===== src/common/afe_seq_regs.svh =====
// timing counts, field positions and codes for the input multiplexer sequencer
`ifndef AFE_SEQ_REGS_SVH
`define AFE_SEQ_REGS_SVH
`define CONV_CYC_SHORT 2'h2
`define CONV_CYC_LONG 2'h3
`define RESULT_SHIFT 9
`define SPF_MIN 3'h2
`define SPF_MAX 3'h4
`define CHOP_POSITIVE 2'h0
`define CHOP_REVERSE 2'h1
`define FIFO_DEPTH 16
`endif


===== src/common/afe_seq_pkg.sv =====
// types shared by the sequencer and its result buffer
`default_nettype none
package afe_seq_pkg;
  // codes equal the engine memory word of each input
  typedef enum logic [2:0] {
    MUX_IA = 3'h0,
    MUX_VA = 3'h1,
    MUX_IB = 3'h2,
    MUX_VB = 3'h3,
    MUX_TEMP = 3'h6,
    MUX_VBAT = 3'h7
  } mux_input_e;
  typedef enum logic [1:0] {
    ST_IDLE = 2'h0,
    ST_CONV = 2'h1,
    ST_SYNC = 2'h2
  } seq_state_e;
  typedef struct packed {
    logic [6:0] addr;
    logic [31:0] data;
  } result_word_s;
  typedef struct packed {
    seq_state_e state;
    logic [1:0] idx;
    logic [1:0] cnt;
    mux_input_e mux;
    logic flen;
    logic alt;
    logic pend;
    logic req;
    logic chop;
    logic start;
    logic batt;
  } seq_reg_s;
endpackage
`default_nettype wire


===== src/result_fifo.sv =====
// first-in first-out buffer for converter results
`timescale 1ns/1ps
`default_nettype none
module result_fifo #(
  parameter int WIDTH = 39,
  parameter int DEPTH = 16
) (
  input wire logic clk_in,
  input wire logic rst_n_in,
  input wire logic ce_in,
  input wire logic in_valid_in,
  output logic in_ready_out,
  input wire logic [WIDTH-1:0] in_data_in,
  output logic out_valid_out,
  input wire logic out_ready_in,
  output logic [WIDTH-1:0] out_data_out
);
  localparam int AW = $clog2(DEPTH);
  typedef struct packed {
    logic [DEPTH-1:0][WIDTH-1:0] mem;
    logic [AW-1:0] wp;
    logic [AW-1:0] rp;
    logic [AW:0] fill;
  } fifo_reg_s;
  fifo_reg_s q;
  fifo_reg_s d;
  logic push;
  logic pop;
  // honest flags straight from the fill count
  assign in_ready_out = (q.fill != DEPTH[AW:0]);
  assign out_valid_out = (q.fill != '0);
  assign out_data_out = q.mem[q.rp];
  assign push = in_valid_in && in_ready_out;
  assign pop = out_valid_out && out_ready_in;
  // pointer and count update
  always_comb begin
    d = q;
    if (push) begin
      d.mem[q.wp] = in_data_in;
      d.wp = q.wp + AW'(1);
    end
    if (pop) begin
      d.rp = q.rp + AW'(1);
    end
    if (push && !pop) begin
      d.fill = q.fill + (AW+1)'(1);
    end else if (pop && !push) begin
      d.fill = q.fill - (AW+1)'(1);
    end
  end
  // state register, frozen while clock enable is low
  always_ff @(posedge clk_in or negedge rst_n_in) begin
    if (!rst_n_in) begin
      q <= '0;
    end else if (ce_in) begin
      q <= d;
    end
  end
endmodule // result_fifo
`default_nettype wire


===== src/afe_mux_sequencer.sv =====
// input multiplexer, conversion and chopper sequencer on the slow clock
`timescale 1ns/1ps
`default_nettype none
`include "afe_seq_regs.svh"
module afe_mux_sequencer (
  input wire logic clk_in,
  input wire logic rst_n_in,
  input wire logic ce_in,
  input wire logic [2:0] states_per_frame_in,
  input wire logic alternate_frame_request_in,
  input wire logic battery_measure_enable_in,
  input wire logic system_power_ok_in,
  input wire logic filter_length_select_in,
  input wire logic [1:0] chopper_control_in,
  input wire logic last_frame_of_period_in,
  input wire logic [21:0] adc_data_in,
  output afe_seq_pkg::mux_input_e mux_select_out,
  output logic conv_start_out,
  output logic filter_length_out,
  output logic battery_monitor_on_out,
  output logic chopper_polarity_out,
  output logic frame_sync_out,
  output logic alt_frame_active_out,
  output logic [1:0] state_index_out,
  output logic result_valid_out,
  input wire logic result_ready_in,
  output afe_seq_pkg::result_word_s result_out
);
  import afe_seq_pkg::*;

  logic rst_meta_q;
  logic rst_q;
  seq_reg_s q;
  seq_reg_s d;
  logic [1:0] last_idx;
  logic [1:0] conv_cnt;
  logic last_state;
  logic req_rise;
  logic push;
  logic fifo_ready;
  result_word_s wr_word;

  // reset release through two flops; assertion is immediate
  always_ff @(posedge clk_in or negedge rst_n_in) begin
    if (!rst_n_in) begin
      rst_meta_q <= 1'b0;
      rst_q <= 1'b0;
    end else begin
      rst_meta_q <= 1'b1;
      rst_q <= rst_meta_q;
    end
  end

  // input list lookup; same list for every meter equation
  function automatic mux_input_e list_entry(input logic alt, input logic [1:0] idx);
    mux_input_e sel;
    case (idx)
      2'h0: sel = alt ? MUX_TEMP : MUX_IA;
      2'h1: sel = MUX_VA;
      2'h2: sel = alt ? MUX_VBAT : MUX_IB;
      default: sel = MUX_VB;
    endcase
    return sel;
  endfunction

  // reserved frame lengths are clamped so the list never overruns
  always_comb begin
    if (states_per_frame_in < `SPF_MIN) begin
      last_idx = 2'(`SPF_MIN - 3'h1);
    end else if (states_per_frame_in > `SPF_MAX) begin
      last_idx = 2'(`SPF_MAX - 3'h1);
    end else begin
      last_idx = 2'(states_per_frame_in - 3'h1);
    end
  end

  // conversion length tracks the filter length select
  assign conv_cnt = filter_length_select_in ? (`CONV_CYC_LONG - 2'h1) : (`CONV_CYC_SHORT - 2'h1);
  // a frame shortened mid-way ends at once instead of wrapping the index
  assign last_state = (q.idx >= last_idx);
  // registered copy resets low like the idle request, so no false edge after reset
  assign req_rise = alternate_frame_request_in && !q.req;
  // a result is written only when the buffer can take it
  assign push = (q.state == ST_CONV) && (q.cnt == 2'h0) && fifo_ready;

  // result is LSB justified then moved up by the fixed shift
  always_comb begin
    wr_word.addr = {4'h0, q.mux};
    if (q.flen) begin
      wr_word.data = {1'b0, adc_data_in, {`RESULT_SHIFT{1'b0}}};
    end else begin
      wr_word.data = {2'h0, adc_data_in[20:0], {`RESULT_SHIFT{1'b0}}};
    end
  end

  // sequencer next state
  always_comb begin
    d = q;
    d.start = 1'b0;
    d.req = alternate_frame_request_in;
    // power loss overrides the stored enable
    d.batt = battery_measure_enable_in && system_power_ok_in;
    case (q.state)
      ST_IDLE, ST_SYNC: begin
        // frame boundary: every frame starts at entry 0
        d.state = ST_CONV;
        d.idx = 2'h0;
        d.alt = q.pend;
        d.pend = 1'b0;
        d.mux = list_entry(q.pend, 2'h0);
        d.cnt = conv_cnt;
        d.flen = filter_length_select_in;
        d.start = 1'b1;
      end
      ST_CONV: begin
        if (q.cnt != 2'h0) begin
          d.cnt = q.cnt - 2'h1;
        end else if (fifo_ready) begin
          if (last_state) begin
            // inserted cycle; polarity changes as it begins
            d.state = ST_SYNC;
            case (chopper_control_in)
              `CHOP_POSITIVE: d.chop = 1'b0;
              `CHOP_REVERSE: d.chop = 1'b1;
              default: d.chop = last_frame_of_period_in ? q.chop : !q.chop;
            endcase
          end else begin
            d.idx = q.idx + 2'h1;
            d.mux = list_entry(q.alt, q.idx + 2'h1);
            d.cnt = conv_cnt;
            d.flen = filter_length_select_in;
            d.start = 1'b1;
          end
        end
      end
      default: begin
        d.state = ST_IDLE;
      end
    endcase
    // a new edge wins over the clear at the frame boundary
    if (req_rise) begin
      d.pend = 1'b1;
    end
  end

  // state register, frozen while clock enable is low
  always_ff @(posedge clk_in or negedge rst_q) begin
    if (!rst_q) begin
      q <= '0;
    end else if (ce_in) begin
      q <= d;
    end
  end

  // stalling on a full buffer stretches the conversion; converter must hold data
  result_fifo #(
    .WIDTH($bits(result_word_s)),
    .DEPTH(`FIFO_DEPTH)
  ) result_fifo_i (
    .clk_in(clk_in),
    .rst_n_in(rst_q),
    .ce_in(ce_in),
    .in_valid_in(push),
    .in_ready_out(fifo_ready),
    .in_data_in(wr_word),
    .out_valid_out(result_valid_out),
    .out_ready_in(result_ready_in),
    .out_data_out(result_out)
  );

  // outputs straight from the state register
  assign mux_select_out = q.mux;
  assign conv_start_out = q.start;
  assign filter_length_out = q.flen;
  assign battery_monitor_on_out = q.batt;
  assign chopper_polarity_out = q.chop;
  assign frame_sync_out = (q.state == ST_SYNC);
  assign alt_frame_active_out = q.alt;
  assign state_index_out = q.idx;
endmodule // afe_mux_sequencer
`default_nettype wire


===== config.mk =====
export PLATFORM = sky130hd
export DESIGN_NAME = afe_mux_sequencer
export DESIGN_NICKNAME = d
export VERILOG_FILES = /design/src/common/afe_seq_pkg.sv /design/src/result_fifo.sv /design/src/afe_mux_sequencer.sv
export VERILOG_INCLUDE_DIRS = /design/src /design/src/common
export SDC_FILE = /design/constraint.sdc
export NUM_CORES = 1
export LEC_CHECK = 0
export ABC_CLOCK_PERIOD_IN_PS = 31800
export BUFFER_PORTS_ARGS = -buffer_cell sky130_fd_sc_hd__buf_2
export CAP_MARGIN = 20
export CORE_AREA = 8 8 233 235
export CTS_CLUSTER_DIAMETER = 60
export DETAILED_ROUTE_END_ITERATION = 10
export DIE_AREA = 0 0 241 243
export GPL_TIMING_DRIVEN = 0
export PLACE_DENSITY_LB_ADDON = 0.08
export SYNTH_ARGS = -nofsm -noshare
export SYNTH_HDL_FRONTEND = slang
export SYNTH_HIERARCHICAL = 1
export SYNTH_SLANG_ARGS = --single-unit

===== constraint.sdc =====
create_clock -name clk_in -period 31.8 [get_ports clk_in]
set_input_delay 4.77 -clock clk_in [delete_from_list [all_inputs] [get_ports clk_in]]
set_output_delay 4.77 -clock clk_in [all_outputs]
set_load 0.1 [all_outputs]

# [Word level (Yosys, flattened, before mapping)]
# Index checks and enable logic that the tools add are counted.
[totals] register_bits=655 in_bits=36 output_inout_bits=51
[op_classes] n_addsub=7 n_lt_le_gt_ge=6 eq_ne=13 n_mux=31 bitwise=1 reduce_logical=32
[ops] operator="$bwmux 624" n=1
[ops] operator="$bmux 39 s4" n=1
[ops] operator="$demux 39 s4" n=1
[ops] operator="$mux 39" n=2
[ops] operator="$mux 31" n=1
[ops] operator="$pmux 8 s2" n=1
[ops] operator="$lt 4x5->1 const B" n=2
[ops] operator="$mux 10" n=1
[ops] operator="$mux 2" n=5
[ops] operator="$mux 5" n=2
[ops] operator="$reduce_and 2->1" n=5
[ops] operator="$logic_and 1x1->1" n=9
[ops] operator="$mux 3" n=3
[ops] operator="$pmux 3 s3" n=1
[ops] operator="$add 4x1->4 const B" n=2
[ops] operator="$logic_not 2->1" n=4
[ops] operator="$mux 4" n=2
[ops] operator="$mux 8" n=1
[ops] operator="$ne 2x2->1 const B" n=4
[ops] operator="$reduce_and 4->1" n=2
[ops] operator="$reduce_bool 2->1" n=4
[ops] operator="$eq 2x1->1 const B" n=3
[ops] operator="$mux 1" n=6
[ops] operator="$ne 3x2->1 const B" n=2
[ops] operator="19 further kinds" n=25

# [Longest topological paths before layout]
# Gate-level depths: netlist (run 1).
[depth] word_depth=8 depth_mapped=13

# [Cells and area by module]
# The synthesis (run 1) kept the hierarchy.
[by_module_without_submodules] mod="result_fifo" instances=1 cells_each=1783 area_per_inst_um2=29016.6 seq_area_each_um2=15940.3
[by_module_without_submodules] mod="afe_mux_sequencer" instances=1 cells_each=104 area_per_inst_um2=1034.7 seq_area_each_um2=450.4

# [Worst setup path after synthesis (run 1)]
# No wires, ideal clock.
[synth_path] path_type="reg2out" startpoint="register result_fifo_i/q[5] in the netlist's numbering" endpoint="output result_out[0] in the netlist's numbering" arrival_time_ns=2.329 setup_slack_ns=24.701 path_stages_with_launch=6 cell_sequence="dfrtp_1 clkbuf_1 buf_1 mux4_2 a22oi_1 nand2_1"
[synth_lines] item="start: declaration" line="result_fifo.sv:25" source="fifo_reg_s q;"
[synth_lines] item="start signal: assignment" line="result_fifo.sv:54" source="q <= '0;"
[synth_lines] item="start signal: assignment" line="result_fifo.sv:56" source="q <= d;"
[synth_lines] item="end: declaration" line="afe_mux_sequencer.sv:27" source="output afe_seq_pkg::result_word_s result_out"

==> results.yml, run 1 <==
sta:
  rsz0062_at_grt: "false"
  max_freq_mhz: 114.7
  final.min_clock_period_ns: 8.715
  hold_violations: 0
  final-setup-viol-count: 0
  worstMarginPinSlew_ns: 1.177
  fin_tns_setup_ns: 0
  skew_ns: 0.01975
  timing.slew.headroom: 0.2155
  finalMaxSlewViolations: 0
  post-route-period-util: 0.2741
logic_synthesis:
  ys_async_sr_fraction: 1.000
  synth_cell_type_count: 53
  ys_seq_area_frac: 0.5454
  synthTopCellsByArea: "dfrtp_1, mux2_2, mux4_2"
  synth_ff_type: "dfrtp_1"
  synth_edf_count: 0
  synth_cells: 1887
  ys_warn_count: 6
  synth_top_area_cell: "dfrtp_1"
  synth_top_area_frac: 0.5454
  syn_area_mm2: 0.03005
  ys_ff_latch: 655
  avgSynthCellArea_um2: 15.93
place:
  gp_congestion: 0.7884
  portBuffers: 86
  dp_hpwl_mm: 48.47
final_layout:
  syn_to_final_growth_pct: 14.63
  drive_above_1_share: 0.4923
  finalNetCount: 2207
  layout_common_cells: "dfrtp_1, mux2_2, mux4_2"
  finish.utilization: 0.6798
  final_common_cell: "dfrtp_1"
clock_tree:
  clk_pin_slew_ns: 0.06
  cts_tree: "done"
  cts.htree.levels: 3
  ctsHoldBuffers: 0
  cts_inserted_buffers: 72
  clkLatencyLatePin_ns: 0.61
  postCtsSetupRepairBufs: 0
  clk_path_buf_depth: 3
  ctsResizeCount: 0
  cts_sinks: 655
  cts_root_buf: "clkbuf_16"
global_routing:
  antenna_found_initial: 5
  grt_pass1_wl_mm: 114.2
  grt_use_total: 0.2561
  grt_max_degree: 76
  grt-ovfl-total: 0
  first_global_vias: 19000
power:
  p_total_mw: 3.627
  p_leak_nw: 16.38
  p_per_area_mw_per_mm2: 105.3
  vdd_drop_max_mv: 0.1395
route:
  drtIter0Drc: 1090
  viasPerCell: 6.016
  post_drt_wl_per_cell_um: 25.15
  ant_nets: 0
  firstDrtPassIters: 5
  dr_total_vias: 17410
  finalWirelength_mm: 72.76
  route.detailed.drc: 0
die:
  die_w_um: 241
  row_count: 83
  start_util: 0.5930
  die_height_um: 243
  io_pins: 87
  coreArea_mm2: 0.05068
  die_area_mm2: 0.05856
worst_setup_path:
  path_cells: "clkbuf_1 > buf_1 > clkbuf_1 > mux4_2 > a22oi_1 > nand2_1 > buf_2"
  slowest_delay_ns: 0.75
  ff2ff_path_depth: 10
  end_kind: "primary output"
  path_max_fanout: 10
  critPathLaunchType: "register"
  crit_family: "buffers and inverters"
  cp-startpoint: "result_fifo_i/q[6]"
  path_class: "register to primary output"
  r2r-end: "result_fifo_i/q[244]"
  cp.arrival_ns: 3.95
  cpMostUsedCell: "clkbuf_1"
  slowest_stage: "buf_1"
  cp_num_buf_inv: 4
  r2r-start: "result_fifo_i/q[1]"
  critical_path_required_ns: 27.03
  rrSetupSlack_ns: 28.57
worst_hold_path:
  whs_path_depth: 0
  hp-start: "rst_meta_q"
  hold_class: "register to register"
  hold-path-endpoint: "rst_q"
outcome:
  status: "complete, no violations"
run:
  maxCapViolCount: 0
## metal layers
layer | up-vias | track usage | part of all wire
met3 | 143 | 0.06425 | 0.059
met5 | - | 0 | 0.00037
met2 | 423 | 0.3979 | 0.48
met1 | 9368 | 0.3523 | 0.43
li1 | 7467 | - | -
met4 | 4 | 0.08443 | 0.031
## synthesized netlist by cell type (2+ instances only)
cell / number
a21o_1: 2
a21oi_1: 4
a22oi_1: 78
a311oi_1: 2
a31oi_1: 2
and2_1: 2
buf_1: 12
buf_2: 43
buf_4: 9
buf_6: 25
clkbuf_1: 76
conb_1: 2
dfrtp_1: 655
ha_1: 15
inv_1: 14
mux2_1: 6
mux2_2: 544
mux2_4: 80
mux4_2: 156
nand2_1: 63
nand2b_1: 6
nand3_1: 8
nand4_1: 6
nor2_1: 10
nor2b_1: 7
nor3_1: 6
nor3_2: 8
o2111ai_1: 2
o211ai_1: 2
o21ai_0: 11
o22ai_1: 2
xnor2_1: 4
xor2_1: 5
## how the worst max path moves through the flow
stage          slack, ns  cells past startpoint                   end
6_report           23.08                      7        result_out[32]
5_1_grt            23.01                      7        result_out[32]
4_1_cts            23.14                      7        result_out[16]
3_5_place_dp       23.80                      7        result_out[16]
3_3_place_gp        5.99                      0  result_fifo_i/q[173]
2_1_floorplan      12.19                      0  alt_frame_active_out
## registers in the layout, indices dropped and copies added (netlist names), 2 cells and up
register,count
state_index_out,2
result_fifo_i/q,637
mux_select_out,3
q,6
## report_power, final
group	switching [mW]	internal, mW
clock	0.332	0.518
sequential	0.170	1.14
combinational	0.869	0.601
total	1.37	2.26
## stage by stage
step,cell area (um^2),cells,setup slack [ns],hold slack (ns)
finish,34450,2893,23.08,0.3557
global route,34450,2892,23.01,0.3724
CTS,34430,2889,23.14,0.3620
detailed placement,31980,2760,23.80,0.3491
global placement,31700,2750,5.994,0.3403
floorplan,30420,1984,12.19,0.3312
## layout make-up
cell class                 count  area (um^2)
fill                        3593        16230
timing repair buffer          97        720.7
clock inverter                21        216.5
tap                          680        850.8
inverter                      15        56.30
multi-input combinational   1149        13070
clock buffer                 108         2235
sequential                   655        16390
buffer                       165        894.6
antenna                        3        7.507
## logic make-up (layout without fill, tap and decap cells)
kind of cell / count (synthesis) / in the layout / share of synthesized area
AOI/OAI and AO/OA: 115 / 115 / 0.02906
adders and majority gates: 16 / 16 / 0.006912
and+or+nand+nor: 124 / 124 / 0.02111
buffers and inverters: 180 / 406 / 0.03164
DFF: 655 / 655 / 0.5454
muxes: 786 / 786 / 0.3630
other: 2 / 102 / 0.0002499
xor gates and xnor gates: 9 / 9 / 0.002623
No activity file was read; power rests on OpenSTA's default activity.
==> inputs of run 2 (changes only) <==
--- a/config.mk
+++ b/config.mk
@@ -6,13 +6,13 @@
 export SDC_FILE = /design/constraint.sdc
 export NUM_CORES = 1
 export LEC_CHECK = 0
-export ABC_CLOCK_PERIOD_IN_PS = 31800
+export ABC_CLOCK_PERIOD_IN_PS = 7500
 export BUFFER_PORTS_ARGS = -buffer_cell sky130_fd_sc_hd__buf_2
 export CAP_MARGIN = 20
-export CORE_AREA = 8 8 233 235
+export CORE_AREA = 8 8 237 239
 export CTS_CLUSTER_DIAMETER = 60
 export DETAILED_ROUTE_END_ITERATION = 10
-export DIE_AREA = 0 0 241 243
+export DIE_AREA = 0 0 245 247
 export GPL_TIMING_DRIVEN = 0
 export PLACE_DENSITY_LB_ADDON = 0.08
 export SYNTH_ARGS = -nofsm -noshare
==> constraint.sdc (replaced) <==
create_clock -name clk_in -period 7.5 [get_ports clk_in]
set_input_delay 1.125 -clock clk_in [delete_from_list [all_inputs] [get_ports clk_in]]
set_output_delay 1.125 -clock clk_in [all_outputs]
set_load 0.1 [all_outputs]
==> run 2 against run 1 <==
Net effect:
- setup slack got worse by 21 ns
- via count decreased by 0.65%
- power increased to 4.2 times the previous value
- critical endpoint is now result_out[16]
- largest cell class unchanged
- largest power group unchanged
- highest routed layer unchanged
==> results.yml, run 2 (synthesis results as in run 1) <==
outcome:
  status: "complete, no violations"
clock_tree:
  cts_sinks: 655
  clkLatencyLatePin_ns: 0.61
  postCtsSetupRepairBufs: 0
  cts_inserted_buffers: 71
  cts.htree.levels: 3
  clk_path_buf_depth: 3
  cts_root_buf: "clkbuf_16"
  ctsHoldBuffers: 0
  cts_tree: "done"
  clk_pin_slew_ns: 0.06
  ctsResizeCount: 0
global_routing:
  grt_pass1_wl_mm: 112.1
  grt_use_total: 0.2420
  antenna_found_initial: 5
  grt_max_degree: 76
  first_global_vias: 18960
  grt-ovfl-total: 0
worst_setup_path:
  r2r-start: "result_fifo_i/q[1]"
  rrSetupSlack_ns: 4.31
  critPathLaunchType: "register"
  cp_num_buf_inv: 4
  cp-startpoint: "result_fifo_i/q[6]"
  slowest_stage: "buf_1"
  end_kind: "primary output"
  ff2ff_path_depth: 10
  r2r-end: "result_fifo_i/q[277]"
  path_cells: "clkbuf_1 > clkbuf_1 > buf_1 > mux4_2 > a22oi_1 > nand2_1 > buf_2"
  cpMostUsedCell: "clkbuf_1"
  path_class: "register to primary output"
  path_max_fanout: 10
  cp.arrival_ns: 3.89
  critical_path_required_ns: 6.38
  slowest_delay_ns: 0.92
  crit_family: "buffers and inverters"
final_layout:
  layout.cells.non_filler: 2892
  finalNetCount: 2205
  regMostFlops: "result_fifo_i/q"
  final_common_cell: "dfrtp_1"
  drive_above_1_share: 0.4857
  syn_to_final_growth_pct: 13.87
  layout_common_cells: "dfrtp_1, mux2_2, mux4_2"
  largest_reg_flops: 637
  fillers: 3746
  multi_input_area_mm2: 0.01307
  layout.area.seq_mm2: 0.01639
sta:
  final.min_clock_period_ns: 5.011
  post-route-period-util: 0.6682
  timing.slew.headroom: 0.2229
  skew_ns: 0.02648
  worstMarginPinSlew_ns: 1.166
  hold_violations: 0
  final-setup-viol-count: 0
  finalMaxSlewViolations: 0
  rsz0062_at_grt: "false"
  max_freq_mhz: 199.5
route:
  post_drt_wl_per_cell_um: 24.68
  firstDrtPassIters: 4
  drtIter0Drc: 1151
  ant_nets: 0
  dr_total_vias: 17290
  route.detailed.drc: 0
  finalWirelength_mm: 71.37
  viasPerCell: 5.979
place:
  portBuffers: 86
  dp_cells: 2767
  dp_hpwl_mm: 48.12
  gp_congestion: 0.8045
power:
  p_per_area_mw_per_mm2: 441.3
  vdd_drop_max_mv: 0.3992
  p_total_mw: 15.10
  p_leak_nw: 16.24
die:
  start_util: 0.5753
  die_w_um: 245
  io_pins: 87
  die_height_um: 247
  die_area_mm2: 0.06052
  coreArea_mm2: 0.05224
  row_count: 84
run:
  maxCapViolCount: 0
worst_hold_path:
  hold_class: "primary input to async pin"
-- run 2: worst register-to-register path: cells and delay by family (launching register included) --
kind / cells / cell delay, ns
muxes: 1 / 0.32
AOI/OAI and AO/OA: 1 / 0.13
and+or+nand+nor: 5 / 1.47
buffers and inverters: 3 / 0.70
DFF: 1 / 0.43
-- run 2: report_power, final --
group | internal (mW) | switching, mW | total (mW)
Combinational | 2.54 | 3.64 | 6.19
Clock | 1.99 | 1.38 | 3.37
Sequential | 4.83 | 0.716 | 5.54
Total | 9.36 | 5.74 | 15.1
-- run 2: final cells by class --
class / instances / share of cell area
plain buffers: 165 / 0.02614
repair buffers: 96 / 0.02015
well taps: 688 / 0.02516
clock inverters: 12 / 0.003071
diodes: 1 / 0.00007313
inverters: 15 / 0.001645
clock buffers: 111 / 0.06263
flip-flops and latches: 655 / 0.4791
multi-input cells: 1149 / 0.3820
-- run 2: worst max path at each step --
stage	endpoint	slack [ns]	cells after the start
final	result_out[16]	2.49	7
after global routing	result_out[3]	2.40	7
after CTS	result_out[10]	2.48	7
after detailed placement	result_out[10]	3.14	7
after global placement	result_fifo_i/q[170]	-0.91	0
after floorplan	alt_frame_active_out	1.16	0
-- run 2: metrics by stage --
step	setup slack (ns)	setup TNS, ns	hold slack, ns	utilization	instance area [um^2]
finish	2.489	0	0.2936	0.6551	34220
floorplan	1.162	0	0.3312	-	30420
CTS	2.481	0	0.2579	0.6549	34210
global placement	-0.9055	-517.34	0.3415	0.6071	31710
global route	2.401	0	0.2682	0.6551	34220
detailed placement	3.140	0	0.3396	0.6118	31960
-- run 2: layer usage --
| layer | up-vias | wire [um] | global-route usage |
|---|---|---|---|
| li1 | 7453 | - | - |
| met1 | 9307 | 31210 | 0.3323 |
| met2 | 387 | 34110 | 0.3809 |
| met3 | 140 | 3869 | 0.05578 |
| met4 | 4 | 2155 | 0.08184 |
| met5 | - | 27 | 0 |
==> inputs of run 3 (changes only) <==
--- a/config.mk
+++ b/config.mk
@@ -6,7 +6,7 @@
 export SDC_FILE = /design/constraint.sdc
 export NUM_CORES = 1
 export LEC_CHECK = 0
-export ABC_CLOCK_PERIOD_IN_PS = 7500
+export ABC_CLOCK_PERIOD_IN_PS = 4300
 export BUFFER_PORTS_ARGS = -buffer_cell sky130_fd_sc_hd__buf_2
 export CAP_MARGIN = 20
 export CORE_AREA = 8 8 237 239
==> constraint.sdc (replaced) <==
create_clock -name clk_in -period 4.3 [get_ports clk_in]
set_input_delay 0.645 -clock clk_in [delete_from_list [all_inputs] [get_ports clk_in]]
set_output_delay 0.645 -clock clk_in [all_outputs]
set_load 0.1 [all_outputs]
==> run 3 against run 2 <==
Net effect:
- sequential share of layout area down 0.089 points
- clock power up 75%
- sequential power up 74%
- cell count about the same
- combinational power up 74%
- register-to-register slack worse by 3.2 ns
- setup slack worse by 2.3 ns
- routed wire length up 0.16%
==> results.yml, run 3 (synthesis results as in run 1) <==
place:
  portBuffers: 86
  place_ws_ns: 0.4202
  gp_congestion: 0.8045
  dp_hpwl_mm: 48.12
  place_area_mm2: 0.03196
worst_setup_path:
  rrSetupSlack_ns: 1.09
  cp_num_buf_inv: 4
  cpMostUsedCell: "clkbuf_1"
  end_kind: "primary output"
  crit_family: "buffers and inverters"
  path_class: "register to primary output"
  path_cells: "clkbuf_1 > clkbuf_2 > clkbuf_1 > mux4_2 > a22oi_1 > nand2_1 > buf_2"
  critical_path_required_ns: 3.65
  path_max_fanout: 10
  cp.arrival_ns: 3.51
  critPathLaunchType: "register"
  slowest_stage: "clkbuf_1"
  slowest_delay_ns: 0.59
clock_tree:
  cts.htree.levels: 3
  clkLatencyLatePin_ns: 0.61
  cts_root_buf: "clkbuf_16"
  postCtsSetupRepairBufs: 0
  clk_path_buf_depth: 3
  cts_tree: "done"
  cts_inserted_buffers: 71
  clk_pin_slew_ns: 0.06
  cts_sinks: 655
final_layout:
  fillers: 3743
  drive_above_1_share: 0.4934
  largest_reg_flops: 637
  regMostFlops: "result_fifo_i/q"
  layout_common_cells: "dfrtp_1, mux2_2, mux4_2"
  final_common_cell: "dfrtp_1"
  syn_to_final_growth_pct: 14.09
  finalNetCount: 2205
  final_area_mm2: 0.03428
sta:
  hold_violations: 0
  setup_slack_ns: 0.1457
  timing.slew.headroom: 0.3132
  worstMarginPinSlew_ns: 1.030
  post-route-period-util: 0.9661
  finalMaxSlewViolations: 0
  max_freq_mhz: 240.7
  rsz0062_at_grt: "false"
  final.min_clock_period_ns: 4.154
  skew_ns: 0.02547
  hold_ws_ns: 0.2786
  fin_tns_setup_ns: 0
  final-setup-viol-count: 0
power:
  vdd_drop_max_mv: 0.6938
  p_leak_nw: 16.30
  switching_share: 0.3796
  p_total_mw: 26.37
  p_sw_mw: 10.01
  p_per_area_mw_per_mm2: 769.1
  power_frac_seq: 0.366
  p_int_mw: 16.36
  combPwrFrac: 0.410
  clock_power_share: 0.223
route:
  post_drt_wl_per_cell_um: 24.71
  viasPerCell: 5.989
  ant_nets: 0
  dr_total_vias: 17330
  firstDrtPassIters: 6
  drtIter0Drc: 1253
  route.detailed.drc: 0
  finalWirelength_mm: 71.48
die:
  coreArea_mm2: 0.05224
  die_w_um: 245
  die_area_mm2: 0.06052
  io_pins: 87
  row_count: 84
  die_height_um: 247
  start_util: 0.5753
worst_hold_path:
  hold_class: "primary input to register"
global_routing:
  grt_max_degree: 76
  grt_pass1_wl_mm: 112.1
  grt_use_total: 0.2422
  antenna_found_initial: 5
  first_global_vias: 18970
  grt-ovfl-total: 0
outcome:
  status: "complete, no violations"
run:
  maxCapViolCount: 0
-- run 3: changes by cell type in the layout (fill, tap and decap cells not counted), sizes merged --
cell / previous run / this run
clkdlybuf4s15: 0 / 4
buf: 185 / 175
diode: 1 / 2
dlygate4sd3: 0 / 1
clkbuf: 187 / 192
-- run 3: what timing repair did --
item	CTS	global route
gates resized for setup	22	10
endpoints found under the hold margin	2	0
cloned	0	0
hold buffers	1	0
endpoints found under the setup margin	35	23
-- run 3: path summary, 6_finish.rpt --
path | cells after the start | to | start
max in group asynchronous | 3 | result_fifo_i/q[199] | rst_q
max | 7 | result_out[38] | result_fifo_i/q[6]
min reg2reg | 0 | rst_q | rst_meta_q
min | 3 | q[3] | alternate_frame_request_in
min in group asynchronous | 2 | rst_q | rst_n_in
max reg2reg | 10 | result_fifo_i/q[277] | result_fifo_i/q[1]
-- run 3: final cells by class --
cell class | instances | area [um^2] | share of cell area
Sequential cell | 655 | 16390 | 0.4782
Multi-Input combinational cell | 1149 | 13070 | 0.3813
Clock buffer | 111 | 2143 | 0.06252
Buffer | 165 | 957.2 | 0.02792
Tap cell | 688 | 860.8 | 0.02511
Timing Repair Buffer | 96 | 688.2 | 0.02007
Clock inverter | 12 | 105.1 | 0.003066
Inverter | 15 | 56.30 | 0.001642
Antenna cell | 2 | 5.005 | 0.0001460
-- run 3: per-stage QoR --
step | util | std cells
4_1_cts | 0.6561 | 2891
3_3_place_gp | 0.6071 | 2758
2_1_floorplan | - | 1984
5_1_grt | 0.6563 | 2892
6_report | 0.6563 | 2893
3_5_place_dp | 0.6118 | 2767
-- run 3: worst min-delay path, stage by stage --
cell	delay, ns
buf_2	0.09
nand2_1	0.04
o21ai_0	0.07
-- run 3: layer usage --
layer | wire length [um] | GRT usage | vias to the layer above
met2 | 34210 | 0.3813 | 426
met4 | 2131 | 0.08184 | 4
met5 | 27 | 0 | -
li1 | - | - | 7461
met1 | 30800 | 0.3318 | 9303
met3 | 4311 | 0.05675 | 133
-- run 3: power groups by stage --
stage | combinational, mW | clock [mW] | sequential (mW)
floorplan | 8.50 | 0 | 9.48
global placement | 10.5 | 0 | 9.67
detailed placement | 10.8 | 0 | 9.73
CTS | 10.9 | 6.03 | 9.64
global route | 11.4 | 6.26 | 9.93
finish | 10.8 | 5.89 | 9.66
